$ cat config.mk
export PLATFORM = sky130hd
export DESIGN_NAME = sdcc_top
export DESIGN_NICKNAME = d
export VERILOG_FILES = /design/src/sdcc_top.v
export VERILOG_INCLUDE_DIRS = /design/src
export SDC_FILE = /design/constraint.sdc
export NUM_CORES = 1
export LEC_CHECK = 0
export BUFFER_PORTS_ARGS = -buffer_cell sky130_fd_sc_hd__buf_2
export CAP_MARGIN = 40
export CORE_MARGIN = 4
export CORE_UTILIZATION = 50
export DETAILED_ROUTE_END_ITERATION = 12
export PLACE_DENSITY_LB_ADDON = 0.25
export SYNTH_ARGS = -nofsm -noshare
export SYNTH_HDL_FRONTEND = slang
export SYNTH_SLANG_ARGS = --single-unit
$ cat constraint.sdc
create_clock -name clk_in -period 7.3 [get_ports clk_in]
set_input_delay 0.365 -clock clk_in [delete_from_list [all_inputs] [get_ports clk_in]]
set_output_delay 0.365 -clock clk_in [all_outputs]
set_load 0.02 [all_outputs]
$ cat src/sdcc_consts.vh
// Purpose: Constants for the serial-port diagnostics and checksum block
// Assumes: 25 MHz main clock; register addresses are 6-bit
// Notes: Definitions only
`ifndef SDCC_CONSTS_VH
`define SDCC_CONSTS_VH

// Clock and timing
`define SDCC_CLK_HZ 25000000
`define SDCC_MM_CHECK_RATE_HZ 300
`define SDCC_MM_CHECK_CYCLES (`SDCC_CLK_HZ / `SDCC_MM_CHECK_RATE_HZ)
`define SDCC_POR_WAIT_US 4
`define SDCC_POR_WAIT_CYCLES ((`SDCC_POR_WAIT_US * (`SDCC_CLK_HZ / 1000000)))

// Checksum
`define SDCC_CRC_POLY 8'h07
`define SDCC_CRC_INIT 8'h00
`define SDCC_STREAM_IMPLIED_CMD 8'h42
`define SDCC_STREAM_EXIT_CMD 8'h44

// Register addresses
`define SDCC_ADDR_STATUS 6'h00
`define SDCC_ADDR_CTRL 6'h01
`define SDCC_ADDR_DATA 6'h02
`define SDCC_ADDR_CFG 6'h03
`define SDCC_ADDR_CHAN 6'h04
`define SDCC_ADDR_ID 6'h05
`define SDCC_ADDR_ERR 6'h06
`define SDCC_ADDR_MISC 6'h07
`define SDCC_ADDR_LAST 6'h07

// Command byte fields
`define SDCC_CMD_RD_BIT 6

// Field positions
`define SDCC_CTRL_STREAM_BIT 8
`define SDCC_CFG_BURN_HI 7
`define SDCC_CFG_BURN_LO 6
`define SDCC_CHAN_POS_HI 9
`define SDCC_CHAN_POS_LO 5
`define SDCC_CHAN_NEG_HI 4
`define SDCC_CHAN_NEG_LO 0
`define SDCC_ERR_RD_BIT 0
`define SDCC_ERR_WR_BIT 1
`define SDCC_ERR_IGN_BIT 2
`define SDCC_ERR_CRC_BIT 3
`define SDCC_ERR_MM_BIT 4
`define SDCC_ERR_ROM_BIT 5

// Reset defaults held in the default ROM
`define SDCC_CTRL_RESET 24'h000000
`define SDCC_CFG_RESET 24'h000000
`define SDCC_CHAN_RESET 24'h000001
`define SDCC_MISC_RESET 24'h000000

`endif

$ cat src/sdcc_top.v
// Purpose: Serial-port access checks, transfer checksums and register-map checksum
// Assumes: Host is SPI controller, mode 3, CS active low; pins sampled by clk_in
// Notes: One module holds all logic
`timescale 1ns/1ps
`include "sdcc_consts.vh"

module sdcc_top #(
  parameter MM_PERIOD = `SDCC_MM_CHECK_CYCLES,
  parameter POR_CYCLES = `SDCC_POR_WAIT_CYCLES,
  parameter [7:0] ID_VALUE = 8'h5a // Arbitrary identity value
) (
  // Clock and reset
  input wire clk_in,
  input wire reset_in,
  // Serial port pins
  input wire sclk_in,
  input wire cs_n_in,
  input wire mosi_in,
  output wire miso_out,
  output wire miso_oe_out,
  // Diagnostic enables
  input wire read_err_en_in,
  input wire write_err_en_in,
  input wire ignore_err_en_in,
  input wire crc_err_en_in,
  input wire regmap_checksum_enable_in,
  input wire rom_crc_en_in,
  input wire osc_diag_en_in,
  input wire standby_diag_control_in,
  // Converter state
  input wire calib_busy_in,
  input wire calib_done_in,
  input wire single_seq_busy_in,
  input wire seq_standby_done_in,
  input wire standby_in,
  input wire int_clk_sel_in,
  input wire [23:0] conv_data_in,
  // Error flags
  output wire read_err_out,
  output wire write_err_out,
  output wire ignore_err_out,
  output wire crc_err_out,
  output wire regmap_checksum_fail_flag_out,
  output wire rom_crc_err_out,
  // Configuration fields and status
  output wire [1:0] burnout_sel_out,
  output wire [4:0] positive_input_select_out,
  output wire [4:0] negative_input_select_out,
  output wire streaming_readout_enable_out,
  output wire regs_busy_out,
  output wire main_clk_keep_out,
  output wire osc_keep_out
);

  localparam [2:0] ST_IDLE = 3'd0;
  localparam [2:0] ST_CMD = 3'd1;
  localparam [2:0] ST_WDATA = 3'd2;
  localparam [2:0] ST_WCRC = 3'd3;
  localparam [2:0] ST_READ = 3'd4;
  localparam [2:0] ST_STREAM = 3'd5;

  // One checksum step over a byte, MSB first, zero start, no inversion
  function [7:0] crc8_byte;
    input [7:0] c;
    input [7:0] d;
    integer i;
    reg [7:0] r;
    begin
      r = c;
      for (i = 0; i < 8; i = i + 1) begin
        if (r[7] ^ d[7 - i])
          r = {r[6:0], 1'b0} ^ `SDCC_CRC_POLY;
        else
          r = {r[6:0], 1'b0};
      end
      crc8_byte = r;
    end
  endfunction

  // Checksum over the first n bytes of a left-justified word
  function [7:0] crc_seq;
    input [7:0] c;
    input [23:0] v;
    input [1:0] n;
    integer i;
    reg [7:0] r;
    begin
      r = c;
      for (i = 0; i < 3; i = i + 1) begin
        if (i < n)
          r = crc8_byte(r, v[23 - 8 * i -: 8]);
      end
      crc_seq = r;
    end
  endfunction

  // Checksum over the four writable registers only
  function [7:0] crc_map;
    input [95:0] m;
    integer j;
    reg [7:0] r;
    begin
      r = `SDCC_CRC_INIT;
      for (j = 0; j < 4; j = j + 1)
        r = crc_seq(r, m[95 - 24 * j -: 24], 2'd3);
      crc_map = r;
    end
  endfunction

  // Data bytes carried by each address
  function [1:0] reg_len;
    input [5:0] a;
    begin
      case (a)
        `SDCC_ADDR_CTRL: reg_len = 2'd2;
        `SDCC_ADDR_DATA: reg_len = 2'd3;
        `SDCC_ADDR_CFG: reg_len = 2'd2;
        `SDCC_ADDR_CHAN: reg_len = 2'd2;
        default: reg_len = 2'd1;
      endcase
    end
  endfunction

  // Storage index of a writable address; bit 2 set when not writable
  function [2:0] rw_idx;
    input [5:0] a;
    begin
      case (a)
        `SDCC_ADDR_CTRL: rw_idx = 3'd0;
        `SDCC_ADDR_CFG: rw_idx = 3'd1;
        `SDCC_ADDR_CHAN: rw_idx = 3'd2;
        `SDCC_ADDR_MISC: rw_idx = 3'd3;
        default: rw_idx = 3'd4;
      endcase
    end
  endfunction

  // Default ROM contents
  function [23:0] rom_word;
    input [1:0] k;
    begin
      case (k)
        2'd0: rom_word = `SDCC_CTRL_RESET;
        2'd1: rom_word = `SDCC_CFG_RESET;
        2'd2: rom_word = `SDCC_CHAN_RESET;
        default: rom_word = `SDCC_MISC_RESET;
      endcase
    end
  endfunction

  // Left-justified answer followed by its checksum
  function [31:0] frame32;
    input [23:0] v;
    input [1:0] n;
    input [7:0] c;
    begin
      case (n)
        2'd1: frame32 = {v[7:0], c, 16'h0000};
        2'd2: frame32 = {v[15:0], c, 8'h00};
        default: frame32 = {v, c};
      endcase
    end
  endfunction

  localparam [7:0] ROM_CRC_REF = crc_map({`SDCC_CTRL_RESET, `SDCC_CFG_RESET,
    `SDCC_CHAN_RESET, `SDCC_MISC_RESET});

  reg sclk_s1_q, sclk_s2_q, sclk_s3_q;
  reg cs_s1_q, cs_s2_q, cs_s3_q;
  reg mosi_s1_q, mosi_s2_q;
  reg [23:0] map_q [0:3];
  reg [2:0] st_q;
  reg [2:0] bit_q;
  reg [1:0] byte_q;
  reg [6:0] rx_q;
  reg [7:0] cmd_q;
  reg [23:0] wdata_q;
  reg [7:0] crc_q;
  reg [31:0] tx_q;
  reg miso_q, miso_oe_q;
  reg commit_q;
  reg load_q;
  reg [23:0] por_cnt_q;
  reg romchk_q;
  reg recalc_q;
  reg [7:0] mm_ref_q;
  reg [23:0] mm_tmr_q;
  reg rd_err_q, wr_err_q, ign_err_q, crc_err_q, mm_err_q, rom_err_q;
  reg busy_q, main_keep_q, osc_keep_q;
  reg [23:0] rd_val;

  wire sclk_rise = sclk_s2_q & ~sclk_s3_q;
  wire sclk_fall = ~sclk_s2_q & sclk_s3_q;
  wire cs_fall = ~cs_s2_q & cs_s3_q;
  wire [7:0] rx_byte = {rx_q, mosi_s2_q};
  wire byte_done = sclk_rise & (bit_q == 3'd7) & ~cs_s2_q;
  wire [5:0] rx_addr = rx_byte[5:0];
  wire [5:0] cmd_addr = cmd_q[5:0];
  wire [1:0] rx_len = reg_len(rx_addr);
  wire [1:0] cmd_len = reg_len(cmd_addr);
  wire [2:0] cmd_idx = rw_idx(cmd_addr);
  wire rx_mapped = (rx_addr <= `SDCC_ADDR_LAST);
  wire busy = load_q | calib_busy_in | single_seq_busy_in;
  wire [95:0] map_flat = {map_q[0], map_q[1], map_q[2], map_q[3]};
  wire [7:0] crc_now = crc_map(map_flat);
  wire streaming = map_q[0][`SDCC_CTRL_STREAM_BIT];
  wire [7:0] rd_seed = crc8_byte(`SDCC_CRC_INIT, rx_byte);
  wire [31:0] rd_frame = frame32(rd_val, rx_len, 8'h00);
  wire [7:0] rd_crc = crc_seq(rd_seed, rd_frame[31:8], rx_len);
  wire [7:0] st_seed = crc8_byte(`SDCC_CRC_INIT, `SDCC_STREAM_IMPLIED_CMD);
  wire [7:0] st_crc = crc_seq(st_seed, conv_data_in, 2'd3);
  wire [7:0] err_bits = {2'b00, rom_err_q, mm_err_q, crc_err_q, ign_err_q, wr_err_q, rd_err_q};

  // Read value for the addressed register; zeros while busy or unmapped
  always @* begin
    rd_val = 24'h000000;
    if (!busy) begin
      case (rx_addr)
        `SDCC_ADDR_STATUS: rd_val = {16'h0000, busy_q, 1'b0, err_bits[5:0]};
        `SDCC_ADDR_CTRL: rd_val = map_q[0];
        `SDCC_ADDR_DATA: rd_val = conv_data_in;
        `SDCC_ADDR_CFG: rd_val = map_q[1];
        `SDCC_ADDR_CHAN: rd_val = map_q[2];
        `SDCC_ADDR_ID: rd_val = {16'h0000, ID_VALUE};
        `SDCC_ADDR_ERR: rd_val = {16'h0000, err_bits};
        `SDCC_ADDR_MISC: rd_val = map_q[3];
        default: rd_val = 24'h000000;
      endcase
    end
  end

  // Two-stage synchronisers for the serial pins, third stage for edges
  always @(posedge clk_in) begin
    if (reset_in) begin
      sclk_s1_q <= 1'b1;
      sclk_s2_q <= 1'b1;
      sclk_s3_q <= 1'b1;
      cs_s1_q <= 1'b1;
      cs_s2_q <= 1'b1;
      cs_s3_q <= 1'b1;
      mosi_s1_q <= 1'b0;
      mosi_s2_q <= 1'b0;
    end else begin
      sclk_s1_q <= sclk_in;
      sclk_s2_q <= sclk_s1_q;
      sclk_s3_q <= sclk_s2_q;
      cs_s1_q <= cs_n_in;
      cs_s2_q <= cs_s1_q;
      cs_s3_q <= cs_s2_q;
      mosi_s1_q <= mosi_in;
      mosi_s2_q <= mosi_s1_q;
    end
  end

  // Frame engine, register map, checks and flags
  always @(posedge clk_in) begin
    if (reset_in) begin
      st_q <= ST_IDLE;
      bit_q <= 3'd0;
      byte_q <= 2'd0;
      rx_q <= 7'h00;
      cmd_q <= 8'h00;
      wdata_q <= 24'h000000;
      crc_q <= 8'h00;
      tx_q <= 32'h00000000;
      map_q[0] <= 24'h000000; // Known values until defaults load
      map_q[1] <= 24'h000000;
      map_q[2] <= 24'h000000;
      map_q[3] <= 24'h000000;
      miso_q <= 1'b0;
      miso_oe_q <= 1'b0;
      commit_q <= 1'b0;
      load_q <= 1'b1;
      por_cnt_q <= 24'h000000;
      romchk_q <= 1'b0;
      recalc_q <= 1'b0;
      mm_ref_q <= 8'h00;
      mm_tmr_q <= 24'h000000;
      rd_err_q <= 1'b0;
      wr_err_q <= 1'b0;
      ign_err_q <= 1'b0;
      crc_err_q <= 1'b0;
      mm_err_q <= 1'b0;
      rom_err_q <= 1'b0;
      busy_q <= 1'b1;
      main_keep_q <= 1'b0;
      osc_keep_q <= 1'b0;
    end else begin
      commit_q <= 1'b0;
      romchk_q <= 1'b0;
      recalc_q <= 1'b0;
      busy_q <= busy;
      main_keep_q <= standby_in & rom_crc_en_in & int_clk_sel_in;
      osc_keep_q <= standby_in & standby_diag_control_in & osc_diag_en_in;
      // Default loading from ROM after reset
      if (load_q) begin
        if (por_cnt_q < 24'd4)
          map_q[por_cnt_q[1:0]] <= rom_word(por_cnt_q[1:0]);
        if (por_cnt_q == POR_CYCLES[23:0] - 24'd1) begin
          load_q <= 1'b0;
          romchk_q <= 1'b1;
        end
        por_cnt_q <= por_cnt_q + 24'd1;
      end
      // Frame start, bit shifting and answer driving
      if (cs_s2_q) begin
        st_q <= ST_IDLE;
        bit_q <= 3'd0;
        miso_oe_q <= 1'b0;
      end else begin
        miso_oe_q <= 1'b1;
        if (cs_fall) begin
          byte_q <= 2'd0;
          if (streaming && !busy) begin
            st_q <= ST_STREAM;
            miso_q <= 1'b0;
            tx_q <= {conv_data_in, st_crc};
          end else begin
            st_q <= ST_CMD;
            tx_q <= 32'h00000000;
            miso_q <= 1'b0;
          end
        end
        if (sclk_rise) begin
          rx_q <= rx_byte[6:0];
          bit_q <= bit_q + 3'd1;
        end
        if (sclk_fall) begin
          miso_q <= tx_q[31];
          tx_q <= {tx_q[30:0], 1'b0};
        end
      end
      // Completed byte handling
      if (byte_done) begin
        case (st_q)
          ST_CMD: begin
            cmd_q <= rx_byte;
            byte_q <= 2'd0;
            if (rx_byte[`SDCC_CMD_RD_BIT]) begin
              st_q <= ST_READ;
              if (crc_err_en_in)
                tx_q <= frame32(rd_val, rx_len, rd_crc);
              else
                tx_q <= frame32(rd_val, rx_len, 8'h00);
              if (!rx_mapped && read_err_en_in)
                rd_err_q <= 1'b1;
            end else begin
              st_q <= ST_WDATA;
              crc_q <= rd_seed;
              wdata_q <= 24'h000000;
            end
          end
          ST_WDATA: begin
            wdata_q <= {wdata_q[15:0], rx_byte};
            crc_q <= crc8_byte(crc_q, rx_byte);
            byte_q <= byte_q + 2'd1;
            if (byte_q == cmd_len - 2'd1) begin
              if (crc_err_en_in) begin
                st_q <= ST_WCRC;
              end else begin
                st_q <= ST_READ;
                commit_q <= 1'b1;
              end
            end
          end
          ST_WCRC: begin
            st_q <= ST_READ;
            if (rx_byte == crc_q)
              commit_q <= 1'b1;
            else
              crc_err_q <= 1'b1;
          end
          ST_STREAM: begin
            st_q <= ST_READ;
            if (rx_byte == `SDCC_STREAM_EXIT_CMD) begin
              map_q[0][`SDCC_CTRL_STREAM_BIT] <= 1'b0;
              recalc_q <= 1'b1;
            end
          end
          default: st_q <= ST_READ;
        endcase
      end
      // Write commit after all checks
      if (commit_q) begin
        if (cmd_addr == `SDCC_ADDR_ERR) begin
          rd_err_q <= rd_err_q & ~wdata_q[`SDCC_ERR_RD_BIT];
          wr_err_q <= wr_err_q & ~wdata_q[`SDCC_ERR_WR_BIT];
          ign_err_q <= ign_err_q & ~wdata_q[`SDCC_ERR_IGN_BIT];
          crc_err_q <= crc_err_q & ~wdata_q[`SDCC_ERR_CRC_BIT];
          mm_err_q <= mm_err_q & ~wdata_q[`SDCC_ERR_MM_BIT];
          rom_err_q <= rom_err_q & ~wdata_q[`SDCC_ERR_ROM_BIT];
        end else if (ign_err_q || busy) begin
          cmd_q <= cmd_q;
        end else if (cmd_idx[2]) begin
          if (write_err_en_in)
            wr_err_q <= 1'b1;
        end else begin
          case (cmd_len)
            2'd1: map_q[cmd_idx[1:0]] <= {16'h0000, wdata_q[7:0]};
            2'd2: map_q[cmd_idx[1:0]] <= {8'h00, wdata_q[15:0]};
            default: map_q[cmd_idx[1:0]] <= wdata_q;
          endcase
          recalc_q <= 1'b1;
        end
      end
      // Stored map checksum refresh on events
      if (calib_done_in || seq_standby_done_in)
        recalc_q <= 1'b1;
      if (recalc_q || romchk_q)
        mm_ref_q <= crc_now;
      // Default ROM check once loading ends
      if (romchk_q && rom_crc_en_in && crc_now != ROM_CRC_REF)
        rom_err_q <= 1'b1;
      // Periodic map check
      if (mm_tmr_q == MM_PERIOD[23:0] - 24'd1) begin
        mm_tmr_q <= 24'h000000;
        if (regmap_checksum_enable_in && !load_q && !recalc_q && !romchk_q && crc_now != mm_ref_q)
          mm_err_q <= 1'b1;
      end else begin
        mm_tmr_q <= mm_tmr_q + 24'd1;
      end
      // Busy-ignore flag; set wins over a same-cycle clear
      if (busy && ignore_err_en_in)
        ign_err_q <= 1'b1;
    end
  end

  // Output fields straight from flip-flops
  assign miso_out = miso_q;
  assign miso_oe_out = miso_oe_q;
  assign read_err_out = rd_err_q;
  assign write_err_out = wr_err_q;
  assign ignore_err_out = ign_err_q;
  assign crc_err_out = crc_err_q;
  assign regmap_checksum_fail_flag_out = mm_err_q;
  assign rom_crc_err_out = rom_err_q;
  assign burnout_sel_out = map_q[1][`SDCC_CFG_BURN_HI:`SDCC_CFG_BURN_LO];
  assign positive_input_select_out = map_q[2][`SDCC_CHAN_POS_HI:`SDCC_CHAN_POS_LO];
  assign negative_input_select_out = map_q[2][`SDCC_CHAN_NEG_HI:`SDCC_CHAN_NEG_LO];
  assign streaming_readout_enable_out = streaming;
  assign regs_busy_out = busy_q;
  assign main_clk_keep_out = main_keep_q;
  assign osc_keep_out = osc_keep_q;

endmodule

==> flow_metrics.py <==
metrics = {
    "status": {
        "status": "complete, no violations",
    },
    "die": {
        "die_area_um2": 37020,
        "num_io_pins": 67,
        "die_w_um": 192.4,
        "core_um2": 33530,
        "start_util_pct": 50.70,
        "die_h_um": 192.4,
        "row_count": 67,
    },
    "routing": {
        "drc": 0,
        "wl_per_cell_um": 20.72,
        "dr.first_iter.drc_count": 1346,
        "firstDrtPassIters": 6,
        "via_count": 12910,
        "ant_nets": 0,
        "vias_per_cell": 5.749,
        "wirelength_um": 46540,
    },
    "yosys": {
        "ys_async_sr_fraction_pct": 0,
        "synth_top_area_cell": "dfxtp_1",
        "mappedNetlistArea_um2": 17000,
        "synthFlopType": "dfxtp_1",
        "synthTopCellsByArea": "dfxtp_1 18%, edfxtp_1 17%, xnor2_1 11%, xnor3_1 7.0%, xor2_1 6.1%",
        "synth_edf_count": 95,
        "synth_top_area_share_pct": 18.49,
        "syn_area_per_cell_um2": 9.799,
        "synth_seq_cells": 252,
        "ys_seq_area_share_pct": 35.27,
        "syn_inst": 1735,
        "yosys.cell_types.count": 78,
        "ys_warn_count": 0,
    },
    "global_route": {
        "antenna_found_initial": 0,
        "grt_usage_pct": 25.05,
        "grt_pass1_wl_um": 72590,
        "grt_overflow": 0,
        "grt_pass1_vias": 12480,
        "grt_start_max_net_pins": 71,
    },
    "hold_path": {
        "min-delay-start": "int_clk_sel_in",
        "min_path_type": "in -> reg",
        "holdPathStages": 2,
        "hold_end": "main_clk_keep_out",
    },
    "clock_tree": {
        "clockBufferDepth": 3,
        "clk_pin_slew_ns": 0.06,
        "worstSkewPairLatency_ns": 0.58,
        "clock-sinks": 252,
        "cts_root_buf": "clkbuf_16",
        "cts_buffers": 29,
        "cts_tree": "yes",
        "h-tree-depth": 1,
    },
    "timing": {
        "finalClockSkew_ns": 0.02040,
        "fmax_mhz": 168.3,
        "setup-tns-final_ns": 0,
        "fin_crit_ns": 5.943,
        "fin_crit_sh_pct": 81.41,
        "rsz0062_at_grt": "false",
        "slew_viol_final": 0,
        "hold_viol": 0,
        "tightest_slew_ns": 0.8826,
        "slew_headroom_pct": 40.74,
        "setup_viol": 0,
    },
    "critical_path": {
        "r2r-end": "tx_q[3]",
        "path_class": "reg -> reg",
        "cp-end-kind": "register",
        "worstPathRequired_ns": 7.73,
        "reg2reg_depth": 16,
        "r2r_start": "rx_q[4]",
        "reg2reg_slack_ns": 1.36,
        "worstPathArrival_ns": 6.37,
        "startpoint_type": "register",
        "crit_fanout": 16,
    },
    "flow_run": {
        "maxCapViolCount": 0,
    },
    "final_layout": {
        "syn2layout_area_growth_pct": 10.19,
        "drive_gt1_share_pct": 11.74,
        "nets": 1834,
        "multi_input_area_um2": 10520,
        "regArea_um2": 5997,
        "fill_cells": 3060,
        "antenna_cells": 0,
    },
    "place": {
        "gp_congestion": 0.9825,
        "io_buffer_count": 66,
        "dpl.hpwl_um": 35110,
    },
}
cell usage in the layout (no fill, tap or decap), types with 11 or more instances in the layout:
master and count:
nand2b_1 21, xnor2_2 14, clkbuf_16 30, xor2_1 119, nor2_1 192, nor2b_1 11, xnor3_1 53, xnor3_2 25
buf_2 65, nor3_1 13, nand2_1 147, buf_4 17, nand3_1 76, inv_1 35, nand4_1 11, edfxtp_1 95
ha_1 15, o21ai_0 43, and3_1 24, conb_1 32, a31oi_1 41, mux2i_1 22, a22oi_1 20, xnor2_1 217
dfxtp_1 156, a21oi_1 95, a211oi_1 19, or3_1 13
routing by layer:
metal	vias to the layer above	wire, µm	GRT usage, %
met4	0	1365	6.665
met1	6286	20230	36.33
li1	6068	-	-
met5	-	0	0
met2	487	21420	39.66
met3	72	3528	3.419
cell families after synthesis:
| group | count (synthesis) | share of synthesized area [%] |
|---|---|---|
| and+or+nand+nor | 561 | 15.23 |
| xor gates and xnor gates | 450 | 32.40 |
| AOI/OAI and AO/OA | 282 | 10.49 |
| DFF | 252 | 35.27 |
| buffers and inverters | 143 | 3.591 |
| muxes | 31 | 1.891 |
| adders and majority gates | 15 | 1.104 |
| other | 1 | 0.02206 |
cells in the mapped netlist, drive strengths merged (11+ instances only):
library cell  count
a211oi           19
a21oi            95
a22oi            20
a31oi            41
and3             24
buf              20
clkbuf           88
dfxtp           157
edfxtp           95
ha               15
inv              35
mux2i            22
nand2           147
nand2b           21
nand3            76
nand4            11
nor2            194
nor2b            11
nor3             13
nor4             11
o21ai            44
or3              13
xnor2           234
xnor3            82
xor2            121
xor3             13
worst max-delay path, stage by stage, from the launching register on:
cell and delay, ns:
dfxtp_1 0.46, inv_1 0.17, ha_1 0.45, and2_0 0.65, a32oi_1 0.20, and4_1 0.27, a221oi_1 0.51, xnor3_1 0.38
xor2_1 0.34, xnor3_1 0.41, mux2i_1 0.20, xnor2_1 0.22, xnor3_1 0.52, xor2_1 0.40, mux2_2 0.39, o211ai_1 0.16
a21oi_1 0.08
flip-flops by register name (all words and copies together) (netlist names), 2 cells and up:
signal     cells
cmd_q          6
tx_q          32
byte_q         2
por_cnt_q     24
mm_ref_q       8
rx_q           7
st_q           3
crc_q          8
mm_tmr_q      24
wdata_q       16
bit_q          3
map_q         96
area by class of cell:
class	instances	share of cell area, %
Multi-Input combinational cell	1371	56.17
Sequential cell	252	32.01
Clock buffer	39	4.355
Tap cell	448	2.992
Timing Repair Buffer	87	2.832
Clock inverter	14	0.9417
Inverter	35	0.7013
repair_timing:
item                                   in CTS  in global routing
resized for setup                           0                  0
endpoints found under the hold margin       3                  0
buffers inserted                            0                  0
hold buffers                                3                  0
stage by stage:
stage	setup WS, ns	utilization, %	area [µm²]	cells	hold WS (ns)
final	1.357	55.87	18730	2246	0.03919
after global routing	0.9426	55.87	18730	2246	0.05202
after CTS	1.391	55.81	18710	2245	0.01178
after detailed placement	1.400	52.76	17690	2189	0.4091
after global placement	1.533	52.63	17650	2186	0.3976
after floorplan	1.942	-	17120	1766	0.3895
how the worst max path moves through the flow:
stage	endpoint	slack (ns)	cells after the start	startpoint
2_1_floorplan	regmap_checksum_fail_flag_out	1.94	17	map_q[0][22]
3_3_place_gp	tx_q[3]	1.53	16	rx_q[4]
3_5_place_dp	regmap_checksum_fail_flag_out	1.40	16	map_q[0][22]
4_1_cts	regmap_checksum_fail_flag_out	1.39	16	map_q[0][22]
5_1_grt	tx_q[3]	0.94	16	rx_q[4]
6_report	tx_q[3]	1.36	16	rx_q[4]
Power is left out: the tool's default activity adds up to more than one toggle a clock period on the data nets, which glitch-free logic cannot reach.
